File: config.mk
export PLATFORM = sky130hd
export DESIGN_NAME = ast_core
export DESIGN_NICKNAME = d
export VERILOG_FILES = /design/src/rtl/ast_pkg.sv /design/src/rtl/ast_core.sv
export SDC_FILE = /design/constraint.sdc
export NUM_CORES = 1
export LEC_CHECK = 0
export BUFFER_PORTS_ARGS = -buffer_cell sky130_fd_sc_hd__buf_2
export CAP_MARGIN = 20
export CORE_MARGIN = 5
export CORE_UTILIZATION = 40
export CTS_BUF_LIST = sky130_fd_sc_hd__clkbuf_8
export DETAILED_ROUTE_END_ITERATION = 6
export GPL_ROUTABILITY_DRIVEN = 0
export PLACE_DENSITY = 0.58
export SYNTH_ARGS = -nofsm -noshare
export SYNTH_HDL_FRONTEND = slang
export SYNTH_SLANG_ARGS = --single-unit
File: constraint.sdc
create_clock -name mclk -period 13.4 [get_ports mclk]
set_clock_uncertainty 0.05 [all_clocks]
set_input_delay 2.01 -clock mclk [delete_from_list [all_inputs] [get_ports mclk]]
set_output_delay 2.01 -clock mclk [all_outputs]
set_load 0.005 [all_outputs]
File: src/rtl/ast_pkg.sv
// Constants and carrier types for the asynchronous serial transceiver.
// Assumes a CPU register file with two banks and byte-wide accesses.
package ast_pkg;
    // Bank 0 addresses
    localparam logic [7:0] RXCTL_ADDR = 8'hec;
    localparam logic [7:0] IRQEN_ADDR = 8'hed;
    localparam logic [7:0] TXIT_ADDR = 8'hee;
    localparam logic [7:0] DATA_ADDR = 8'hef;
    // Bank 1 addresses
    localparam logic [7:0] BAUDH_ADDR = 8'hf8;
    localparam logic [7:0] BAUDL_ADDR = 8'hf9;
    localparam logic [7:0] MODEA_ADDR = 8'hfa;
    localparam logic [7:0] MODEB_ADDR = 8'hfb;
    // Receive control bit positions
    localparam int RXC_EN = 0;
    localparam int RXC_FULL = 1;
    localparam int RXC_PE = 2;
    localparam int RXC_OVR = 3;
    localparam int RXC_FE = 4;
    localparam int RXC_CTL = 5;
    // Transmit interrupt timing bits and enable bit
    localparam int TXI_SEL = 0;
    localparam int TXI_SEMPTY = 1;
    localparam int TXI_HEMPTY = 2;
    localparam int IEN_TX = 2;
    // Mode A fields and mode B bits
    localparam int MA_LEN = 0;
    localparam int MA_PAR = 2;
    localparam int MA_ODD = 3;
    localparam int MA_STOP2 = 4;
    localparam int MA_WAKE = 5;
    localparam int MA_DIV = 6;
    localparam int MB_BRK = 0;
    localparam int MB_WBIT = 1;
    // Character geometry and rate divider last counts
    localparam int DATA_W = 8;
    localparam int FRAME_W = 13;
    localparam int RXW = 11;
    localparam logic [3:0] LEN_BASE = 4'h5;
    localparam logic [5:0] DIV1_LAST = 6'h00;
    localparam logic [5:0] DIV16_LAST = 6'h0f;
    localparam logic [5:0] DIV32_LAST = 6'h1f;
    localparam logic [5:0] DIV64_LAST = 6'h3f;
    localparam logic [7:0] CTL_LIMIT = 8'h20;
    localparam logic [7:0] CTL_DEL = 8'h7f;
    localparam logic [7:0] RXCTL_RST = 8'h00;
    localparam logic [7:0] ZERO8 = 8'h00;
    // CPU register access carrier
    typedef struct packed {
        logic bank;
        logic [7:0] addr;
        logic wr;
        logic rd;
        logic [7:0] wdata;
    } ast_req_t;
endpackage

File: src/rtl/ast_core.sv
// Serial transceiver core and its transmit FIFO.
// Assumes the CPU access strobes are synchronous to mclk; pins are not.
`timescale 1ns/1ps

module ast_fifo #(
    parameter int WIDTH = 8,
    parameter int DEPTH = 32
)
(
    input wire logic clk,
    input wire logic resetn,
    input wire logic in_valid,
    output logic in_ready,
    input wire logic [WIDTH-1:0] in_data,
    output logic out_valid,
    input wire logic out_ready,
    output logic [WIDTH-1:0] out_data
);
    localparam int AW = $clog2(DEPTH);
    logic [WIDTH-1:0] mem [DEPTH];
    logic [AW-1:0] wr_ptr;
    logic [AW-1:0] rd_ptr;
    logic [AW:0] count;
    logic push;
    logic pop;

    // Pointer wrap relies on a power-of-two depth
    if (DEPTH < 2 || (1 << AW) != DEPTH)
    begin : g_bad_depth
        $error("ast_fifo depth must be a power of two");
    end

    // Handshake terms
    assign in_ready = count != (AW+1)'(DEPTH);
    assign out_valid = count != '0;
    assign out_data = mem[rd_ptr];
    assign push = in_valid && in_ready;
    assign pop = out_valid && out_ready;

    // Storage has no reset; only pointers and fill level need one
    always_ff @(posedge clk)
    begin
        if (push)
        begin
            mem[wr_ptr] <= in_data;
        end
    end

    // Pointers and fill level
    always_ff @(posedge clk or negedge resetn)
    begin
        if (!resetn)
        begin
            wr_ptr <= '0;
            rd_ptr <= '0;
            count <= '0;
        end
        else
        begin
            if (push)
            begin
                wr_ptr <= wr_ptr + 1'b1;
            end
            if (pop)
            begin
                rd_ptr <= rd_ptr + 1'b1;
            end
            if (push && !pop)
            begin
                count <= count + 1'b1;
            end
            else if (pop && !push)
            begin
                count <= count - 1'b1;
            end
        end
    end
endmodule

module ast_core #(
    parameter int TX_DEPTH = 32
)
(
    input wire logic mclk,
    input wire logic resetn,
    input ast_pkg::ast_req_t cpu_req,
    output logic [7:0] reg_rdata,
    input wire logic rx_clk_pin,
    input wire logic rx_data_pin,
    input wire logic tx_clk_pin,
    output logic tx_data_pin,
    output logic tx_irq
);
    import ast_pkg::*;

    typedef enum logic {TX_IDLE, TX_SHIFT} ast_tx_t;
    typedef enum logic [1:0] {RX_IDLE, RX_START, RX_BITS} ast_rx_t;

    logic [2:0] pin_s1;
    logic [2:0] pin_s2;
    logic [2:0] pin_s3;
    logic rx_tick;
    logic tx_fall;
    logic rxd;
    logic rx_en, rx_full, pe, ovr, fe, ctl;
    logic [7:0] rx_data;
    logic it_sel, shift_empty;
    logic [7:0] ien, mode_a, mode_b;
    logic [15:0] baud;
    logic wr0, wr1, wr_data, rd_data;
    logic [3:0] nbits;
    logic [5:0] div_last;
    logic brk;
    logic fifo_ready, fifo_valid, tx_pop;
    logic [7:0] fifo_dout;
    logic [5:0] tx_div;
    logic tx_bit_en;
    ast_tx_t tx_st;
    logic [FRAME_W-1:0] tx_frame, tx_new;
    logic [3:0] tx_left, tx_pos;
    logic tx_par, tx_done;
    ast_rx_t rx_st;
    logic [5:0] rx_cnt;
    logic [3:0] rx_nbit, rx_need;
    logic [RXW-1:0] rx_sh, rx_word;
    logic rx_sample, rx_done;
    logic [7:0] rx_byte, rx_val;
    logic rx_calc, rx_pbit, rx_wbit, rx_stop, rx_take;

    // Pin synchronisers
    // Clock pins are sampled like data; they must run well below mclk/2.
    always_ff @(posedge mclk or negedge resetn)
    begin
        if (!resetn)
        begin
            pin_s1 <= 3'h7;
            pin_s2 <= 3'h7;
            pin_s3 <= 3'h7;
        end
        else
        begin
            pin_s1 <= {rx_clk_pin, rx_data_pin, tx_clk_pin};
            pin_s2 <= pin_s1;
            pin_s3 <= pin_s2;
        end
    end

    assign rx_tick = pin_s2[2] && !pin_s3[2];
    assign tx_fall = !pin_s2[0] && pin_s3[0];
    assign rxd = pin_s2[1];

    assign wr0 = cpu_req.wr && !cpu_req.bank;
    assign wr1 = cpu_req.wr && cpu_req.bank;
    assign wr_data = wr0 && cpu_req.addr == DATA_ADDR;
    assign rd_data = cpu_req.rd && !cpu_req.bank && cpu_req.addr == DATA_ADDR;

    // Mode fields
    // Length shared by both directions
    assign nbits = LEN_BASE + {2'b00, mode_a[MA_LEN +: 2]};
    assign brk = mode_b[MB_BRK];
    always_comb
    begin
        case (mode_a[MA_DIV +: 2])
            2'h0: div_last = DIV1_LAST;
            2'h1: div_last = DIV16_LAST;
            2'h2: div_last = DIV32_LAST;
            default: div_last = DIV64_LAST;
        endcase
    end

    // Configuration registers, baud pair high then low
    always_ff @(posedge mclk or negedge resetn)
    begin
        if (!resetn)
        begin
            ien <= ZERO8;
            mode_a <= ZERO8;
            mode_b <= ZERO8;
            baud <= '0;
            it_sel <= 1'b0;
        end
        else
        begin
            if (wr0 && cpu_req.addr == IRQEN_ADDR)
                ien <= cpu_req.wdata;
            if (wr0 && cpu_req.addr == TXIT_ADDR)
                it_sel <= cpu_req.wdata[TXI_SEL];
            if (wr1 && cpu_req.addr == MODEA_ADDR)
                mode_a <= cpu_req.wdata;
            if (wr1 && cpu_req.addr == MODEB_ADDR)
                mode_b <= cpu_req.wdata;
            if (wr1 && cpu_req.addr == BAUDH_ADDR)
                baud[15:8] <= cpu_req.wdata;
            if (wr1 && cpu_req.addr == BAUDL_ADDR)
                baud[7:0] <= cpu_req.wdata;
        end
    end

    // Writes to the data address queue for transmit
    // A write while the queue is full is dropped; poll the empty flag.
    ast_fifo #(.WIDTH(DATA_W), .DEPTH(TX_DEPTH)) u_txq (
        .clk(mclk),
        .resetn(resetn),
        .in_valid(wr_data),
        .in_ready(fifo_ready),
        .in_data(cpu_req.wdata),
        .out_valid(fifo_valid),
        .out_ready(tx_pop),
        .out_data(fifo_dout)
    );

    // Move into the shifter when it is free
    assign tx_pop = fifo_valid && tx_st == TX_IDLE && !brk;

    // Frame build: start, data, parity, wake, stops
    always_comb
    begin
        tx_new = '1;
        tx_new[0] = 1'b0;
        tx_par = mode_a[MA_ODD];
        tx_pos = nbits + 4'h1;
        for (int i = 0; i < DATA_W; i++)
        begin
            // Bits above the length are ignored
            if (i < int'(nbits))
            begin
                tx_new[i+1] = fifo_dout[i];
                tx_par = tx_par ^ fifo_dout[i];
            end
        end
        if (mode_a[MA_PAR])
        begin
            tx_new[tx_pos] = tx_par;
            tx_pos = tx_pos + 4'h1;
        end
        if (mode_a[MA_WAKE])
        begin
            tx_new[tx_pos] = mode_b[MB_WBIT];
            tx_pos = tx_pos + 4'h1;
        end
        tx_pos = tx_pos + (mode_a[MA_STOP2] ? 4'h2 : 4'h1);
    end

    // Bit enable from transmit clock falls
    assign tx_bit_en = tx_fall && tx_div == div_last;
    always_ff @(posedge mclk or negedge resetn)
    begin
        if (!resetn)
            tx_div <= '0;
        else if (tx_fall)
            tx_div <= tx_bit_en ? 6'h00 : tx_div + 6'h01;
    end

    // Transmit shifter; the last stop bit gets a full bit time
    assign tx_done = tx_bit_en && tx_st == TX_SHIFT && tx_left == '0;
    always_ff @(posedge mclk or negedge resetn)
    begin
        if (!resetn)
        begin
            tx_st <= TX_IDLE;
            tx_frame <= '1;
            tx_left <= '0;
            tx_data_pin <= 1'b1;
        end
        else
        begin
            if (tx_pop)
            begin
                tx_frame <= tx_new;
                tx_left <= tx_pos;
                tx_st <= TX_SHIFT;
            end
            else if (tx_done)
                tx_st <= TX_IDLE;
            else if (tx_bit_en && tx_st == TX_SHIFT)
            begin
                tx_frame <= {1'b1, tx_frame[FRAME_W-1:1]};
                tx_left <= tx_left - 4'h1;
            end
            // Pin only moves on a falling-edge bit enable
            if (tx_bit_en)
            begin
                if (brk)
                    tx_data_pin <= 1'b0;
                else if (tx_st == TX_SHIFT && tx_left != '0)
                    tx_data_pin <= tx_frame[0];
                else
                    tx_data_pin <= 1'b1;
            end
        end
    end

    // Shifter-empty flag; a new write wins over the set
    always_ff @(posedge mclk or negedge resetn)
    begin
        if (!resetn)
            shift_empty <= 1'b1;
        else if (wr_data)
            shift_empty <= 1'b0;
        else if (tx_done && !fifo_valid && !brk)
            shift_empty <= 1'b1;
    end

    // Transmit interrupt pulse, event picked by select bit
    always_ff @(posedge mclk or negedge resetn)
    begin
        if (!resetn)
            tx_irq <= 1'b0;
        else
            tx_irq <= ien[IEN_TX] && (it_sel ?
                (tx_done && !fifo_valid && !brk) : tx_pop);
    end

    assign rx_sample = rx_tick && rx_st == RX_BITS && rx_cnt == div_last;
    assign rx_need = nbits + {3'b000, mode_a[MA_PAR]}
        + {3'b000, mode_a[MA_WAKE]} + 4'h1;
    assign rx_done = rx_sample && rx_nbit == rx_need - 4'h1;
    assign rx_word = {rxd, rx_sh[RXW-1:1]} >> (4'(RXW) - rx_need);

    always_ff @(posedge mclk or negedge resetn)
    begin
        if (!resetn)
        begin
            rx_st <= RX_IDLE;
            rx_cnt <= '0;
            rx_nbit <= '0;
            rx_sh <= '1;
        end
        else if (!rx_en)
            rx_st <= RX_IDLE;
        else if (rx_tick)
        begin
            case (rx_st)
                RX_IDLE:
                begin
                    rx_nbit <= '0;
                    rx_cnt <= 6'h01;
                    if (!rxd)
                        rx_st <= div_last == DIV1_LAST ? RX_BITS : RX_START;
                    if (!rxd && div_last == DIV1_LAST)
                        rx_cnt <= '0;
                end
                RX_START:
                begin
                    // Low beyond half a bit is a start
                    if (rxd)
                        rx_st <= RX_IDLE;
                    else if (rx_cnt == (div_last >> 1) + 6'h01)
                    begin
                        rx_st <= RX_BITS;
                        rx_cnt <= '0;
                    end
                    else
                        rx_cnt <= rx_cnt + 6'h01;
                end
                RX_BITS:
                begin
                    if (rx_sample)
                    begin
                        rx_sh <= {rxd, rx_sh[RXW-1:1]};
                        rx_nbit <= rx_nbit + 4'h1;
                        rx_cnt <= '0;
                        if (rx_done)
                            rx_st <= RX_IDLE;
                    end
                    else
                        rx_cnt <= rx_cnt + 6'h01;
                end
                default: rx_st <= RX_IDLE;
            endcase
        end
    end

    // Pad with ones, keep parity bit in the byte
    always_comb
    begin
        rx_byte = 8'hff;
        rx_val = ZERO8;
        rx_calc = mode_a[MA_ODD];
        for (int i = 0; i < DATA_W; i++)
        begin
            if (i < int'(nbits))
            begin
                rx_byte[i] = rx_word[i];
                rx_val[i] = rx_word[i];
                rx_calc = rx_calc ^ rx_word[i];
            end
            else if (i == int'(nbits) && mode_a[MA_PAR])
                rx_byte[i] = rx_word[i];
        end
        rx_pbit = rx_word[nbits];
        rx_wbit = rx_word[nbits + {3'b000, mode_a[MA_PAR]}];
        rx_stop = rx_word[rx_need - 4'h1];
    end
    // Wake-up mode drops characters whose wake bit is low
    assign rx_take = rx_done && (!mode_a[MA_WAKE] || rx_wbit);

    // Receive status: hardware set wins over software clear
    always_ff @(posedge mclk or negedge resetn)
    begin
        if (!resetn)
        begin
            rx_en <= RXCTL_RST[RXC_EN];
            pe <= 1'b0;
            ovr <= 1'b0;
            fe <= 1'b0;
            ctl <= 1'b0;
            rx_full <= 1'b0;
            rx_data <= ZERO8;
        end
        else
        begin
            if (wr0 && cpu_req.addr == RXCTL_ADDR)
            begin
                // Enable bit; writing zero clears flags
                rx_en <= cpu_req.wdata[RXC_EN];
                pe <= cpu_req.wdata[RXC_PE] & pe;
                ovr <= cpu_req.wdata[RXC_OVR] & ovr;
                fe <= cpu_req.wdata[RXC_FE] & fe;
            end
            if (rd_data)
                rx_full <= 1'b0;
            if (rx_take)
            begin
                rx_data <= rx_byte;
                rx_full <= 1'b1;
                ctl <= rx_val < CTL_LIMIT || rx_val == CTL_DEL;
                if (mode_a[MA_PAR] && rx_pbit != rx_calc)
                    pe <= 1'b1;
                if (!rx_stop)
                    fe <= 1'b1;
                if (rx_full && !rd_data)
                    ovr <= 1'b1;
            end
        end
    end

    // Registered read data; unmapped reads give zero
    always_ff @(posedge mclk or negedge resetn)
    begin
        if (!resetn)
            reg_rdata <= ZERO8;
        else if (cpu_req.rd)
        begin
            case ({cpu_req.bank, cpu_req.addr})
                {1'b0, RXCTL_ADDR}: reg_rdata <=
                    {2'b00, ctl, fe, ovr, pe, rx_full, rx_en};
                {1'b0, IRQEN_ADDR}: reg_rdata <= ien;
                {1'b0, TXIT_ADDR}: reg_rdata <=
                    {5'h00, !fifo_valid, shift_empty, it_sel};
                {1'b0, DATA_ADDR}: reg_rdata <= rx_data;
                {1'b1, BAUDH_ADDR}: reg_rdata <= baud[15:8];
                {1'b1, BAUDL_ADDR}: reg_rdata <= baud[7:0];
                {1'b1, MODEA_ADDR}: reg_rdata <= mode_a;
                {1'b1, MODEB_ADDR}: reg_rdata <= mode_b;
                default: reg_rdata <= ZERO8;
            endcase
        end
    end
endmodule

==> metrics.txt <==
status finished clean; total clock sinks 392; crit path launch type register; Post-synth EDFFs 256; Setup Fix Bufs, Post-CTS 0; sw frac 29.2%; leakage 0.00735 uW; largest family of logic cells by synthesized area multiplexers; Ys Warns 0; RSZ-0062 raised after global routing no; initial antenna violation count 0; most frequent cells in the layout edfxtp_1, nand2_1, dfrtp_1, nor2_1, mux4_2; hold_ws 305 ps; H-tree Lvls 2; clk slew on worst S/H paths 80 ps; final setup vio count 0; commonest non-fill, non-tap cell in the layout edfxtp_1; critical path capture point type register; routed length on met2 19700 microns; Crit Path Max Fanout 13; root buffer cell clkbuf_8; Multi-input gate area 6910 sq um; Crit path required time 13870 ps; WL/cell 21.7 microns; fmax 179 MHz; crit-path cells inv_1 > ha_1 > inv_1 > ha_1 > inv_1 > ha_1 > inv_2 > o21ai_0 > mux2i_1 > o21ai_0 > mux4_2 > nand2_1 > and4b_1 > or2_1 > mux2_1; row count 78; die height 225 microns; DP HPWL 27700 microns; post-synthesis xor/xnor area fraction 3.30%; core outline area 45500 sq um; area occupied by registers 11100 sq um; period utilisation layout 41.6%; cts bufs inserted 59; fillcell total 4119; routed wl met3 2630 microns; HP Class reg2reg; Pint 2190 uW; vias per inst 5.56; Mapped Nets 1378; Crit path max-delay family adder cells; CTS tree done; Starting Density 40.6%; grt total ovfl 0; Place WS 7960 ps; top routing layer in use met4; fin cells 2000; setup_tns 0 ps; # port buffers 33; cts repair resizes 0; WS Path Type reg2reg; hold buffers post-CTS 0; Synth cell types 77; WL met1 20400 microns; Worst R2R Start mode_a[0]$_DFFE_PN0P_; sequential power share 46.5%; die area 50500 sq um; Post-Syn Area per Cell 14.0 sq um; Tmin final 5570 ps; clk buf depth 3; slowest stage cell, crit path o21ai_0; Layout area overhead 10.2%; Critical Path Max Stage Delay 690 ps; post-synthesis adder-cell area fraction 2.79%; max_slew headroom 30.0%; Final Net Count 1418; Yosys reg bits 392; compound-cell area share of the yosys netlist 6.55%; largest net degree at the start of global routing 86; Seq/Total Area, Yosys 60.3%; Worst VDD drop 0.109 mV; detailed router's first-iteration violation count 750; # DRC 0; FFs w/ async S/R, synth 34.7%; layout cells sized above 1 22.7%; Worst Path Arrival 6040 ps; Slew @ Worst Pin 1040 ps; top_reg_cell synth edfxtp_1; synthesized area 18500 sq um; Sw Pwr 902 uW; worst skew pair latency 670 ps; Fin. Hold Viols 0; clock share of power 31.7%; drt pass-1 iters 5; max cap viols 0; total track usage 17.1%; vias in the first global route 11100; first-pass GRT wire length 67400 microns; vias 11100; pwr/cell area 152 nW/um^2; combinational share of power 21.7%; total wire length 43400 microns; multiplexer share of the synthesized area 16.0%; ANT nets after route 0; Slew Limit Fails 0; I/O Pins 34; dpl cells 1893; final worst slack 7830 ps; crit path buf inv count 4; Syn Inst Count 1314; Die W 225 microns; Simple-Gate Fraction of Synth Area 8.67%; Worst Setup SP mode_a[0]$_DFFE_PN0P_; hold path start pin_s1[2]$_DFF_PN1_
[power by group through the flow]
stage	clock network (uW)	logic (uW)	registers, uW
after floorplan	0	575	1410
after global placement	0	664	1460
after detailed placement	0	673	1460
after CTS	1010	676	1440
after global routing	1070	731	1450
final	980	672	1440
[synthesized netlist by cell type, types with 6 or more instances]
master	instances	area share (%)
a21oi_1	32	0.87
a22oi_1	16	0.65
a31oi_1	8	0.27
buf_2	14	0.38
clkbuf_1	40	0.81
dfrtp_1	103	14
dfstp_2	33	4.7
edfxtp_1	256	42
ha_1	38	2.6
inv_1	27	0.55
mux2_2	62	3.8
mux2i_1	51	2.8
mux4_2	74	9.0
nand2_1	107	2.2
nand2b_1	11	0.37
nand3_1	36	0.98
nand4_1	9	0.31
nor2_1	87	1.8
nor2b_1	14	0.47
nor3_1	27	0.73
nor4_1	9	0.31
o21ai_0	67	1.8
o22ai_1	6	0.20
or3_1	8	0.27
xnor2_1	42	2.0
xor2_1	18	0.85
[flip-flops by register name, summed over array words and instances (netlist names), 5 cells and up]
register,count
baud,16
ien,8
mode_a,8
mode_b,8
reg_rdata,8
rx_cnt,6
rx_data,8
rx_sh,10
tx_div,6
tx_frame,13
u_txq.count,6
u_txq.mem,256
u_txq.rd_ptr,5
u_txq.wr_ptr,5
[layout make-up]
cell class | instances | area share, %
Clock inverter | 44 | 1.53
Multi-Input combinational cell | 825 | 34.0
Clock buffer | 62 | 4.19
Inverter | 30 | 0.553
Tap cell | 600 | 3.69
Sequential cell | 392 | 54.7
Antenna cell | 1 | 0.0123
Timing Repair Buffer | 46 | 1.32
[final timing paths]
path	endpoint	depth (start not counted)	slack [ps]
setup / recovery	ctl$_DFFE_PN0P_	15	7830
max in group asynchronous	u_txq.rd_ptr[0]$_DFFE_PN0P_	2	10730
min in group asynchronous	rx_data[7]$_DFFE_PN0P_	1	1370
setup reg to reg	ctl$_DFFE_PN0P_	15	7830
hold reg to reg	pin_s2[2]$_DFF_PN1_	0	300
hold / removal	pin_s2[2]$_DFF_PN1_	0	300
[routing by layer]
layer | up-vias | GRT usage (%)
met5 | - | 0
met4 | 0 | 3.61
met3 | 52 | 3.42
met2 | 329 | 26.2
met1 | 5670 | 25.6
li1 | 5075 | -
[kinds of logic (layout without fill, tap and decap cells)]
logic type	count (synthesis)	after routing
other	0	1
AO/OA/AOI/OAI	189	189
AND/OR/NAND/NOR	340	340
flip-flops	392	392
multiplexers	192	192
adder cells (fa/ha/maj)	40	40
XOR/XNOR	64	64
buffers and inverters	97	182
[metrics by stage]
step                instance area (sq um)  total power, uW  util (%)
floorplan                           18500             1990         -
global placement                    19200             2130      42.2
detailed placement                  19200             2140      42.2
CTS                                 20300             3120      44.7
global route                        20300             3250      44.7
finish                              20300             3090      44.7
Note: power is estimated with default switching activity, not from simulation.
